===== config.mk =====
export PLATFORM = sky130hd
export DESIGN_NAME = svd_ctrl
export DESIGN_NICKNAME = d
export VERILOG_FILES = /design/src/core/svd_pkg.sv /design/src/core/svd_ctrl.sv /design/src/core/svd_sync.sv
export SDC_FILE = /design/constraint.sdc
export NUM_CORES = 1
export LEC_CHECK = 0
export BUFFER_PORTS_ARGS = -buffer_cell sky130_fd_sc_hd__buf_2
export CORE_ASPECT_RATIO = 1.75
export CORE_UTILIZATION = 32
export CTS_CLUSTER_DIAMETER = 100
export DETAILED_ROUTE_END_ITERATION = 12
export GPL_TIMING_DRIVEN = 1
export SETUP_SLACK_MARGIN = 0.15
export SLEW_MARGIN = 20
export SYNTH_ARGS = -nofsm -noshare
export SYNTH_HDL_FRONTEND = slang
export SYNTH_HIERARCHICAL = 1
export SYNTH_SLANG_ARGS = --single-unit

===== constraint.sdc =====
create_clock -name mclk_i -period 3.5 [get_ports mclk_i]
set_input_delay 0.175 -clock mclk_i [delete_from_list [all_inputs] [get_ports mclk_i]]
set_output_delay 0.175 -clock mclk_i [all_outputs]
set_load 0.02 [all_outputs]

===== src/core/svd_pkg.sv =====
// Purpose : Constants and types for the supply voltage event controller
// Assumes : Eight-bit registers reached over a plain strobe port
// Notes   : Register indices are byte addresses on the port
//
// Behaviour
// - While enabled, detection keeps working during Sleep without clock suspension.
// - A trip crossing sets the event flag and raises a wake-up request.
// - After wake-up, vector only when the global interrupt enable is set.
// - Any reset returns all registers to reset values, detector disabled.
// - Control: direction bit 7, unused 6, stable 5, enable 4, level 3..0.
// - Unimplemented bits read zero and ignore writes.
// - Event flag sits at bit 2 of the second flag register.
// - Event enable sits at bit 2 of second enable register, gates requests.
// - Priority bit 2 of second priority register selects high or low level.
// - Interrupt control: global enable bit 7 gates both levels, peripheral enable bit 6 gates low level only.
// - Flag sets only once the reference is stable after enabling.
// - Direction clear reports drops to trip, set reports rises to trip.
// - Trip level all ones selects the external detect input.
// - Reference-stable flag is read-only and shows the settled circuit.
package svd_pkg;

    // ------------------------------------------------------------
    // Register map
    // ------------------------------------------------------------
    localparam logic [2:0] SVD_ADDR_CONTROL  = 3'h0;
    localparam logic [2:0] SVD_ADDR_INTCTL   = 3'h1;
    localparam logic [2:0] SVD_ADDR_FLAGS2   = 3'h2;
    localparam logic [2:0] SVD_ADDR_ENABLES2 = 3'h3;
    localparam logic [2:0] SVD_ADDR_PRIO2    = 3'h4;
    localparam logic [2:0] SVD_ADDR_EVSTAT   = 3'h5;
    localparam logic [2:0] SVD_ADDR_EVMASK   = 3'h6;

    // ------------------------------------------------------------
    // Field positions
    // ------------------------------------------------------------
    localparam int SVD_BIT_EVENT      = 2;
    localparam int SVD_BIT_GLOBAL_EN  = 7;
    localparam int SVD_BIT_PERIPH_EN  = 6;
    localparam int SVD_BIT_ST_TRIP    = 0;
    localparam int SVD_BIT_ST_STABLE  = 1;
    localparam int SVD_ST_W           = 2;

    // ------------------------------------------------------------
    // Reset values and codes
    // ------------------------------------------------------------
    localparam logic [7:0] SVD_CONTROL_RST  = 8'h05;
    localparam logic [7:0] SVD_CONTROL_WMSK = 8'h9F;
    localparam logic [3:0] SVD_LEVEL_EXT    = 4'hF;
    localparam logic [7:0] SVD_BYTE_ZERO    = 8'h00;
    localparam int         SVD_SYNC_W       = 2;

    typedef struct packed {
        logic       direction_select;
        logic       unused6;
        logic       reference_stable_flag;
        logic       detector_enable;
        logic [3:0] trip_level_select;
    } svd_control_t;

    typedef struct packed {
        logic [2:0] addr;
        logic [7:0] wdata;
        logic       wr;
        logic       rd;
    } svd_bus_req_t;

    typedef struct packed {
        logic global_irq_enable;
        logic peripheral_irq_enable;
        logic voltage_event_flag;
        logic voltage_event_irq_enable;
        logic voltage_event_priority;
    } svd_irq_state_t;

endpackage


===== src/core/svd_ctrl.sv =====
// Purpose : Control wrapper for the supply high/low voltage event detector
// Assumes : Comparator output is high while supply is at or above the trip point
// Notes   : Register reads return data in the cycle after the read strobe
module svd_ctrl (
    input  wire logic       mclk_i,
    input  wire logic       reset_i,
    input  wire logic [2:0] addr_i,
    input  wire logic [7:0] wdata_i,
    input  wire logic       wr_i,
    input  wire logic       rd_i,
    output logic      [7:0] rdata_o,
    input  wire logic       supply_above_i,
    input  wire logic       ref_stable_i,
    input  wire logic       sleep_i,
    output logic            detector_enable_o,
    output logic [3:0]      trip_level_select_o,
    output logic            external_detect_input_o,
    output logic            wake_o,
    output logic            irq_high_o,
    output logic            irq_low_o,
    output logic            vector_o,
    output logic            irq_o
);

    svd_pkg::svd_bus_req_t req;
    svd_pkg::svd_control_t control_reg;
    svd_pkg::svd_control_t control_next;
    logic                  gie_reg;
    logic                  gie_next;
    logic                  peie_reg;
    logic                  peie_next;
    logic                  flag_reg;
    logic                  flag_next;
    logic                  ie_reg;
    logic                  ie_next;
    logic                  ip_reg;
    logic                  ip_next;
    logic [svd_pkg::SVD_ST_W-1:0] evstat_reg;
    logic [svd_pkg::SVD_ST_W-1:0] evstat_next;
    logic [svd_pkg::SVD_ST_W-1:0] evmask_reg;
    logic [svd_pkg::SVD_ST_W-1:0] evmask_next;
    logic [7:0]            rdata_reg;
    logic [7:0]            rdata_next;
    logic                  stable_d_reg;
    logic [svd_pkg::SVD_SYNC_W-1:0] sync_out;
    logic                  above_s;
    logic                  stable_s;
    logic                  trip_cond;
    logic                  trip_set;
    logic                  stable_rise;
    logic [svd_pkg::SVD_ST_W-1:0] ev_set;
    svd_pkg::svd_irq_state_t irq_st;

    // ------------------------------------------------------------
    // Helpers
    // ------------------------------------------------------------
    function automatic logic wr_hit(input svd_pkg::svd_bus_req_t r, input logic [2:0] a);
        wr_hit = r.wr && (r.addr == a);
    endfunction

    assign req = '{addr: addr_i, wdata: wdata_i, wr: wr_i, rd: rd_i};

    // ------------------------------------------------------------
    // Input synchronisation
    // ------------------------------------------------------------
    // comparator synchroniser
    svd_sync u_sync (
        .mclk_i  (mclk_i),
        .reset_i (reset_i),
        .async_i ({ref_stable_i, supply_above_i}),
        .sync_o  (sync_out)
    );

    assign above_s  = sync_out[0];
    assign stable_s = sync_out[1];

    // ------------------------------------------------------------
    // Event detection
    // ------------------------------------------------------------
    always_comb begin
        trip_cond = control_reg.direction_select ? above_s : ~above_s;
        trip_set    = control_reg.detector_enable && stable_s && trip_cond;
        stable_rise = control_reg.detector_enable && stable_s && !stable_d_reg;
        ev_set      = '0;
        ev_set[svd_pkg::SVD_BIT_ST_TRIP]   = trip_set;
        ev_set[svd_pkg::SVD_BIT_ST_STABLE] = stable_rise;
    end

    // ------------------------------------------------------------
    // Register next state
    // ------------------------------------------------------------
    always_comb begin
        control_next = control_reg;
        gie_next     = gie_reg;
        peie_next    = peie_reg;
        ie_next      = ie_reg;
        ip_next      = ip_reg;
        evmask_next  = evmask_reg;
        flag_next    = flag_reg;
        if (wr_hit(req, svd_pkg::SVD_ADDR_CONTROL)) begin
            control_next = svd_pkg::svd_control_t'(req.wdata & svd_pkg::SVD_CONTROL_WMSK);
        end
        control_next.reference_stable_flag = control_reg.detector_enable && stable_s;
        control_next.unused6 = 1'b0;
        if (wr_hit(req, svd_pkg::SVD_ADDR_INTCTL)) begin
            gie_next  = req.wdata[svd_pkg::SVD_BIT_GLOBAL_EN];
            peie_next = req.wdata[svd_pkg::SVD_BIT_PERIPH_EN];
        end
        if (wr_hit(req, svd_pkg::SVD_ADDR_ENABLES2)) begin
            ie_next = req.wdata[svd_pkg::SVD_BIT_EVENT];
        end
        if (wr_hit(req, svd_pkg::SVD_ADDR_PRIO2)) begin
            ip_next = req.wdata[svd_pkg::SVD_BIT_EVENT];
        end
        if (wr_hit(req, svd_pkg::SVD_ADDR_EVMASK)) begin
            evmask_next = req.wdata[svd_pkg::SVD_ST_W-1:0];
        end
        if (wr_hit(req, svd_pkg::SVD_ADDR_FLAGS2)) begin
            flag_next = req.wdata[svd_pkg::SVD_BIT_EVENT];
        end
        if (trip_set) begin
            flag_next = 1'b1;
        end
    end

    // ------------------------------------------------------------
    // Sticky event status, write one to clear
    // ------------------------------------------------------------
    always_comb begin
        evstat_next = evstat_reg;
        if (wr_hit(req, svd_pkg::SVD_ADDR_EVSTAT)) begin
            evstat_next = evstat_reg & ~req.wdata[svd_pkg::SVD_ST_W-1:0];
        end
        evstat_next = evstat_next | ev_set;
    end

    // ------------------------------------------------------------
    // Read data
    // ------------------------------------------------------------
    always_comb begin
        rdata_next = svd_pkg::SVD_BYTE_ZERO;
        if (req.rd) begin
            unique case (req.addr)
                svd_pkg::SVD_ADDR_CONTROL:  rdata_next = control_reg;
                svd_pkg::SVD_ADDR_INTCTL: begin
                    rdata_next[svd_pkg::SVD_BIT_GLOBAL_EN] = gie_reg;
                    rdata_next[svd_pkg::SVD_BIT_PERIPH_EN] = peie_reg;
                end
                svd_pkg::SVD_ADDR_FLAGS2:   rdata_next[svd_pkg::SVD_BIT_EVENT] = flag_reg;
                svd_pkg::SVD_ADDR_ENABLES2: rdata_next[svd_pkg::SVD_BIT_EVENT] = ie_reg;
                svd_pkg::SVD_ADDR_PRIO2:    rdata_next[svd_pkg::SVD_BIT_EVENT] = ip_reg;
                svd_pkg::SVD_ADDR_EVSTAT:   rdata_next[svd_pkg::SVD_ST_W-1:0] = evstat_reg;
                svd_pkg::SVD_ADDR_EVMASK:   rdata_next[svd_pkg::SVD_ST_W-1:0] = evmask_reg;
                default:                    rdata_next = svd_pkg::SVD_BYTE_ZERO;
            endcase
        end
    end

    // ------------------------------------------------------------
    // State registers
    // ------------------------------------------------------------
    // reset restores all registers
    always_ff @(posedge mclk_i or posedge reset_i) begin
        if (reset_i) begin
            control_reg  <= svd_pkg::svd_control_t'(svd_pkg::SVD_CONTROL_RST);
            gie_reg      <= 1'b0;
            peie_reg     <= 1'b0;
            flag_reg     <= 1'b0;
            ie_reg       <= 1'b0;
            ip_reg       <= 1'b0;
            evstat_reg   <= '0;
            evmask_reg   <= '0;
            rdata_reg    <= svd_pkg::SVD_BYTE_ZERO;
            stable_d_reg <= 1'b0;
        end else begin
            control_reg  <= control_next;
            gie_reg      <= gie_next;
            peie_reg     <= peie_next;
            flag_reg     <= flag_next;
            ie_reg       <= ie_next;
            ip_reg       <= ip_next;
            evstat_reg   <= evstat_next;
            evmask_reg   <= evmask_next;
            rdata_reg    <= rdata_next;
            stable_d_reg <= control_reg.detector_enable && stable_s;
        end
    end

    // ------------------------------------------------------------
    // Outputs
    // ------------------------------------------------------------
    assign irq_st = '{global_irq_enable: gie_reg, peripheral_irq_enable: peie_reg,
                      voltage_event_flag: flag_reg, voltage_event_irq_enable: ie_reg,
                      voltage_event_priority: ip_reg};

    assign rdata_o             = rdata_reg;
    assign detector_enable_o   = control_reg.detector_enable;
    assign trip_level_select_o = control_reg.trip_level_select;
    assign external_detect_input_o = control_reg.trip_level_select == svd_pkg::SVD_LEVEL_EXT;
    // wake path needs no clock gating
    assign wake_o = sleep_i && irq_st.voltage_event_flag;
    // enable gates request, priority routing, global gates
    assign irq_high_o = irq_st.voltage_event_flag && irq_st.voltage_event_irq_enable
                        && irq_st.voltage_event_priority && irq_st.global_irq_enable;
    assign irq_low_o  = irq_st.voltage_event_flag && irq_st.voltage_event_irq_enable
                        && !irq_st.voltage_event_priority && irq_st.global_irq_enable
                        && irq_st.peripheral_irq_enable;
    assign vector_o = irq_high_o || irq_low_o;
    assign irq_o    = |(evstat_reg & evmask_reg);

    // ------------------------------------------------------------
    // Checks
    // ------------------------------------------------------------
    a_flag_on_trip: assert property (@(posedge mclk_i) disable iff (reset_i)
        trip_set |=> flag_reg)
        else $error("event flag not set after trip");

    a_flag_sticky: assert property (@(posedge mclk_i) disable iff (reset_i)
        flag_reg && !wr_hit(req, svd_pkg::SVD_ADDR_FLAGS2) |=> flag_reg)
        else $error("event flag dropped without write");

    a_no_unstable_set: assert property (@(posedge mclk_i) disable iff (reset_i)
        !flag_reg && !stable_s && !wr_hit(req, svd_pkg::SVD_ADDR_FLAGS2) |=> !flag_reg)
        else $error("flag set before reference stable");

    a_wake_request: assert property (@(posedge mclk_i) disable iff (reset_i)
        sleep_i && flag_reg |-> wake_o)
        else $error("no wake request while sleeping with flag");

    a_vector_global: assert property (@(posedge mclk_i) disable iff (reset_i)
        !gie_reg |-> !vector_o)
        else $error("vector without global enable");

    a_enable_gate: assert property (@(posedge mclk_i) disable iff (reset_i)
        !ie_reg |-> !irq_high_o && !irq_low_o)
        else $error("request without event enable");

    a_prio_route: assert property (@(posedge mclk_i) disable iff (reset_i)
        irq_high_o |-> ip_reg && !irq_low_o)
        else $error("priority routing wrong");

    a_unused_zero: assert property (@(posedge mclk_i) disable iff (reset_i)
        $past(rd_i) |-> !rdata_o[6] || ($past(addr_i) == svd_pkg::SVD_ADDR_INTCTL))
        else $error("unimplemented bit read as one");

    a_ext_select: assert property (@(posedge mclk_i) disable iff (reset_i)
        external_detect_input_o == (&trip_level_select_o))
        else $error("external input select mismatch");

    a_stable_follow: assert property (@(posedge mclk_i) disable iff (reset_i)
        !detector_enable_o ##1 !detector_enable_o |-> !control_reg.reference_stable_flag)
        else $error("stable flag set while disabled");

    a_reset_off: assert property (@(posedge mclk_i)
        $fell(reset_i) |-> !detector_enable_o && trip_level_select_o == svd_pkg::SVD_CONTROL_RST[3:0])
        else $error("detector not off after reset");

endmodule


===== src/core/svd_sync.sv =====
// Purpose : Two-stage synchroniser for the analog level inputs
// Assumes : Inputs come from the comparator and reference, no clock
// Notes   : First stage is read only by the second stage
module svd_sync (
    input  wire logic                        mclk_i,
    input  wire logic                        reset_i,
    input  wire logic [svd_pkg::SVD_SYNC_W-1:0] async_i,
    output logic      [svd_pkg::SVD_SYNC_W-1:0] sync_o
);

    logic [svd_pkg::SVD_SYNC_W-1:0] meta_reg;
    logic [svd_pkg::SVD_SYNC_W-1:0] sync_reg;

    // ------------------------------------------------------------
    // Stages
    // ------------------------------------------------------------
    always_ff @(posedge mclk_i or posedge reset_i) begin
        if (reset_i) begin
            meta_reg <= '0;
            sync_reg <= '0;
        end else begin
            meta_reg <= async_i;
            sync_reg <= meta_reg;
        end
    end

    assign sync_o = sync_reg;

endmodule


# After elaboration in Yosys (flattened, before gate mapping)
# Cells that the tools add are included.
# totals
reg_bits	28
inputBits	18
output_inout_bits	19
# op_classes
n_eq_ne	7
mux	9
n_bitwise	5
n_reduce_logical	23
# ops
cell	n
logical AND 1 bit	17
equality test 3 bit, second input constant	3
2-to-1 mux 8 bit	1
equality test 3 x 2 -> 1 bit, second input constant	2
case mux 2 bit (3 select lines)	1
bitwise AND 2 bit	2
equality test 4 bit, second input constant	1
case mux 1 bit (4 select lines)	1
case mux 2 bit (2 select lines)	1
equality test 3 x 1 -> 1 bit, second input constant	1
logical NOT 3 bit	1
2-to-1 mux 1 bit	3
2-to-1 mux 3 bit	1
logical NOT 1 bit	2
2-to-1 mux 2 bit	1
NOT 2 bit	1
OR 2 bit	1
nonzero test 2 bit	1
OR reduction 2 bit	1
logical OR 1 bit	1
NOT 1 bit	1

# Depth between registers and ports, before layout
# depth
ltp_word	5
depth_mapped	5
mapped_depth_nobuf	3

# Cells and area by module
# The synthesis kept the hierarchy.
# modules_own_cells
module	instances	cells_per_inst	area_per_inst_um2	seq_area_each_um2
svd_ctrl	1	96	1171.1	603.1
svd_sync	1	5	103.8	100.1

# Least setup slack after synthesis
# OpenSTA, ideal clock, no wires.
# synth_path
kind	reg2out
startpoint	register flag_reg
endpoint	output port vector_o
t_arrival_ns	1.310
path_slack_ns	2.015
stages_incl_launch_ff	4
path_buffers	0
path_cell_list	dfrtp_1 nand3_1 nor3b_1 or2_2
# synth_between
elab_chain_len	5
# synth_rtl
element	line_no	text
start, declared	svd_ctrl.sv:32	logic flag_reg;
start signal, assigned	svd_ctrl.sv:179	flag_reg <= flag_next;
logical AND 1 bit	svd_ctrl.sv:205	assign irq_low_o = irq_st.voltage_event_flag && irq_st.voltage_event_irq_enable
logical AND 1 bit (2 in a row)	svd_ctrl.sv:206	&& !irq_st.voltage_event_priority && irq_st.global_irq_enable
logical AND 1 bit	svd_ctrl.sv:207	&& irq_st.peripheral_irq_enable;
via irq_low_o	svd_ctrl.sv:20	output logic irq_low_o,
logical OR 1 bit	svd_ctrl.sv:208	assign vector_o = irq_high_o || irq_low_o;
end, declared	svd_ctrl.sv:21	output logic vector_o,
# The timed path passes the listed nets, and every way through them passes these cells.

# Worst setup path in the final report
# layout_path
startpoint	register flag_reg
endpoint	output port vector_o
# layout_between
elab_chain_len	5
# layout_rtl
element	line_no
logical AND 1 bit *	svd_ctrl.sv:203, svd_ctrl.sv:205
logical AND 1 bit (2 in a row)	svd_ctrl.sv:206
logical AND 1 bit	svd_ctrl.sv:207
logical OR 1 bit *	svd_ctrl.sv:208
# Every way passes the cells marked *; elsewhere a longest branch is shown, timed or not.

==> key figures <==
Critical path
  – Worst-case reg-to-reg path depth: 3
  – Worst-case register-to-register setup slack: around 2.2 ns
  – Setup crit start kind: flop
  – Worst reg2reg endpoint: rdata_o[0]
  – Series of cell instances along the critical path: nand3_1 > nor3b_1 > or2_2 > buf_2
  – Highest net fanout along the worst path: 4
  – Crit path arrival time: between 1 and 1.5 ns
  – Crit path largest cell delay: 0.42 ns
  – Critical path start-end classification: reg -> out
  – Bufs and invs on worst path: 1
  – Element type at the critical path end: output pin
  – Top cell family by delay on the critical path: simple AND/OR/NAND/NOR gates
  – Start point of the critical path: flag_reg
  – Slowest stage cell, crit path: sky130_fd_sc_hd__dfrtp_1
  – Source of the worst register-to-register timing path: trip_level_select_o[0]
  – Required @ worst endpoint: 3.32 ns

GRT
  – Antenna violations before repair: 0
  – Maximum number of pins on one net before global-route repair: 25
  – Overflow left after global routing: 0
  – Global router's overall resource usage: 13.1%
  – First-pass GRT wire length: approximately 4200 µm
  – Number of global-route vias before repair: 866

Floorplanning
  – Die extent in x: slightly below 50 µm
  – Die area: 4250 µm²
  – Number of ports placed on the die boundary: 37
  – Number of placement rows: 30
  – Core region area: 3830 µm²
  – Chip height: 85.5 µm
  – Effective utilization at floorplan: 33.3%

Clock tree
  – Number of buffers on the longest clock path: 2
  – Setup bufs post-CTS: 0
  – Clock insertion delay at the later pin of the skew report: roughly 0.27 ns
  – CTS clock-pin slew for the worst setup and hold paths: roughly 0.1 ns
  – TritonCTS Buffers: 3
  – Clock tree from TritonCTS: yes
  – Deepest level of the CTS H-tree: 1
  – # resized after CTS: 0
  – Count of hold buffers inserted by post-cts repair: 3
  – Root buffer cell: sky130_fd_sc_hd__clkbuf_8
  – Number of clock sinks: 28

Power
  – Fraction of power spent switching nets: around 28%
  – Relative contribution of the clock network to total power: 30.0%
  – Total net switching power: 0.236 mW
  – Maximum resistive drop on vdd: 335 µV
  – Cell internal power dissipation: 0.607 mW
  – Leakage power figure: 0.762 nW
  – Combinational Power Share: around a fifth
  – Flop pwr share: between 40% and 50%
  – Cell Pwr Density: 544 nW/µm²

Cells and area
  – Number of nets in the finished design: 153
  – Synthesis-to-finish area growth: 21.6%
  – Share of layout cells above drive strength 1: 42.5%
  – Antenna cells: 0
  – Flip-flop count of the largest register, all copies and words added: 8
  – Finished Core Util: between 40% and 50%

Synthesis
  – Area share of the leading cell type in the synthesized netlist: 51.0%
  – Seq/Total Area, Yosys: 55.2%
  – Cell variety after synth: 34
  – Synthesized Nets: 119
  – Async set or reset register ratio after synthesis: 100%
  – Library cell occupying the most area in the post-synthesis netlist: sky130_fd_sc_hd__dfrtp_1
  – Ranking of synthesized cells by area: sky130_fd_sc_hd__dfrtp_1 51%, sky130_fd_sc_hd__mux2_2 11%, sky130_fd_sc_hd__dfstp_2 4.1%, sky130_fd_sc_hd__and3_1 2.5%, sky130_fd_sc_hd__mux2i_1 2.4%
  – Count of flip-flops with a built-in enable after synthesis: 0
  – Post-synthesis register bit count: 28
  – Synthesis Warnings: 6
  – Top-count cell post-synth: sky130_fd_sc_hd__dfrtp_1
  – Most common flop cell mapped by yosys: sky130_fd_sc_hd__dfrtp_1
  – Average cell area after synthesis: between 10 and 15 µm²
  – Synth Cell Area: between 1000 and 1500 µm²
  – Number of instances in the synthesized netlist: 101
  – Leading post-synthesis cells by instance count: 26 x sky130_fd_sc_hd__dfrtp_1, 12 x sky130_fd_sc_hd__mux2_2, 5 x sky130_fd_sc_hd__and3_1, 5 x sky130_fd_sc_hd__inv_1, 4 x sky130_fd_sc_hd__buf_4

Worst hold path
  – Worst Hold Launch: wdata_i[4]
  – Worst hold path class: in -> reg
  – Hold Path Sink: detector_enable_o
  – Number of cells traversed by the worst hold path: 2

Placed design
  – Placed wire-length estimate: 2000 µm
  – Routability-driven placement congestion ratio: 0.762
  – IO Port Bufs: 35

STA
  – Final Skew: 0.00586 ns
  – Worst-case headroom to the max-slew limit: approximately two fifths
  – Setup-failing EPs final: 0
  – Max Transition Viols Final: 0
  – Share of the clock period used by the worst path after layout: ~43%
  – Maximum achievable frequency: 658 MHz
  – Final hold violations: 0
  – Fin Setup TNS: 0 ns
  – Shortest period the worst path allows: 1.52 ns
  – Slew @ Worst Pin: 0.900 ns
  – Unrepaired setup endpoints after global routing: false

Route
  – Routed WL per cell: roughly 14 µm
  – Antenna-violating nets left: 0
  – Wire length reported by the detailed router: between 2000 and 3000 µm
  – Total DRC errors in the routed layout: 0
  – Count of routing violations after the opening detailed-route iteration: 24
  – Post-DR vias/cell: roughly 4.9
  – Via count: approximately 900
  – Count of TritonRoute iterations in the first routing pass: 4

Flow run
  – Max-cap violation count: 0

Outcome
  – Run status: completed
## power by group through the flow
| stage | Sequential, mW | Combinational (mW) | Clock (mW) |
|---|---|---|---|
| floorplan | 0.412 | 0.133 | 0 |
| global placement | 0.418 | 0.172 | 0 |
| detailed placement | 0.420 | 0.176 | 0 |
| CTS | 0.414 | 0.179 | 0.259 |
| global route | 0.419 | 0.194 | 0.271 |
| finish | 0.413 | 0.177 | 0.253 |
## cell usage in the layout, fill, tap and decap left out, types with 2 or more instances in the layout
| cell | n |
|---|---|
| sky130_fd_sc_hd__a31oi_1 | 3 |
| sky130_fd_sc_hd__nand2_1 | 2 |
| sky130_fd_sc_hd__buf_2 | 35 |
| sky130_fd_sc_hd__inv_1 | 5 |
| sky130_fd_sc_hd__dlygate4sd3_1 | 3 |
| sky130_fd_sc_hd__mux2i_1 | 3 |
| sky130_fd_sc_hd__and3_1 | 5 |
| sky130_fd_sc_hd__clkbuf_8 | 3 |
| sky130_fd_sc_hd__o2bb2ai_1 | 2 |
| sky130_fd_sc_hd__mux2_2 | 12 |
| sky130_fd_sc_hd__dfstp_2 | 2 |
| sky130_fd_sc_hd__nor2_1 | 2 |
| sky130_fd_sc_hd__nor2b_1 | 2 |
| sky130_fd_sc_hd__nor3b_1 | 2 |
| sky130_fd_sc_hd__nand4_1 | 3 |
| sky130_fd_sc_hd__xor2_1 | 2 |
| sky130_fd_sc_hd__nor3_1 | 2 |
| sky130_fd_sc_hd__dfrtp_1 | 26 |
| sky130_fd_sc_hd__nand4b_1 | 3 |
| sky130_fd_sc_hd__o21ai_0 | 3 |
## layer usage
layer	up-vias	wire (µm)	global-route usage, %
li1	425	-	-
met1	429	1040	15.4
met2	28	1390	22.5
met3	6	106	2.13
met4	0	76	6.75
met5	-	0	0
## area by class of cell
type / count / area, µm²
Tap cell: 48 / 60.1
Clock inverter: 1 / 30.0
Fill cell: 407 / 2280
Clock buffer: 3 / 41.3
Sequential cell: 28 / 703
Multi-Input combinational cell: 59 / 492
Timing Repair Buffer: 38 / 205
Inverter: 5 / 18.8
## through the flow
| step | setup slack [ns] | std cells | instance area (µm²) | power [mW] | hold slack [ns] |
|---|---|---|---|---|---|
| floorplan | 2.02 | 101 | 1270 | 0.545 | -0.0589 |
| global placement | 2.06 | 175 | 1450 | 0.590 | 0.0684 |
| detailed placement | 2.05 | 175 | 1450 | 0.596 | 0.0722 |
| CTS | 1.96 | 182 | 1550 | 0.852 | 0.127 |
| global route | 1.91 | 182 | 1550 | 0.883 | 0.130 |
| finish | 1.98 | 182 | 1550 | 0.843 | 0.125 |
## worst max path at each step
stage | to | slack (ns) | depth (start not counted)
global route | vector_o | 1.91 | 4
floorplan | vector_o | 2.02 | 3
CTS | vector_o | 1.96 | 4
finish | vector_o | 1.98 | 4
detailed placement | control_reg[7] | 2.05 | 3
global placement | trip_level_select_o[1] | 2.06 | 3
## logic make-up (layout without fill, tap and decap cells)
logic type	Yosys count	count (layout)	share of synthesized area [%]
and+or+nand+nor	30	30	17.0
DFF	28	28	55.2
muxes	15	15	13.0
buffers and inverters	14	47	6.28
AOI/OAI and AO/OA	12	12	7.26
xor gates and xnor gates	2	2	1.37
Note: power is estimated with default switching activity, not from simulation.
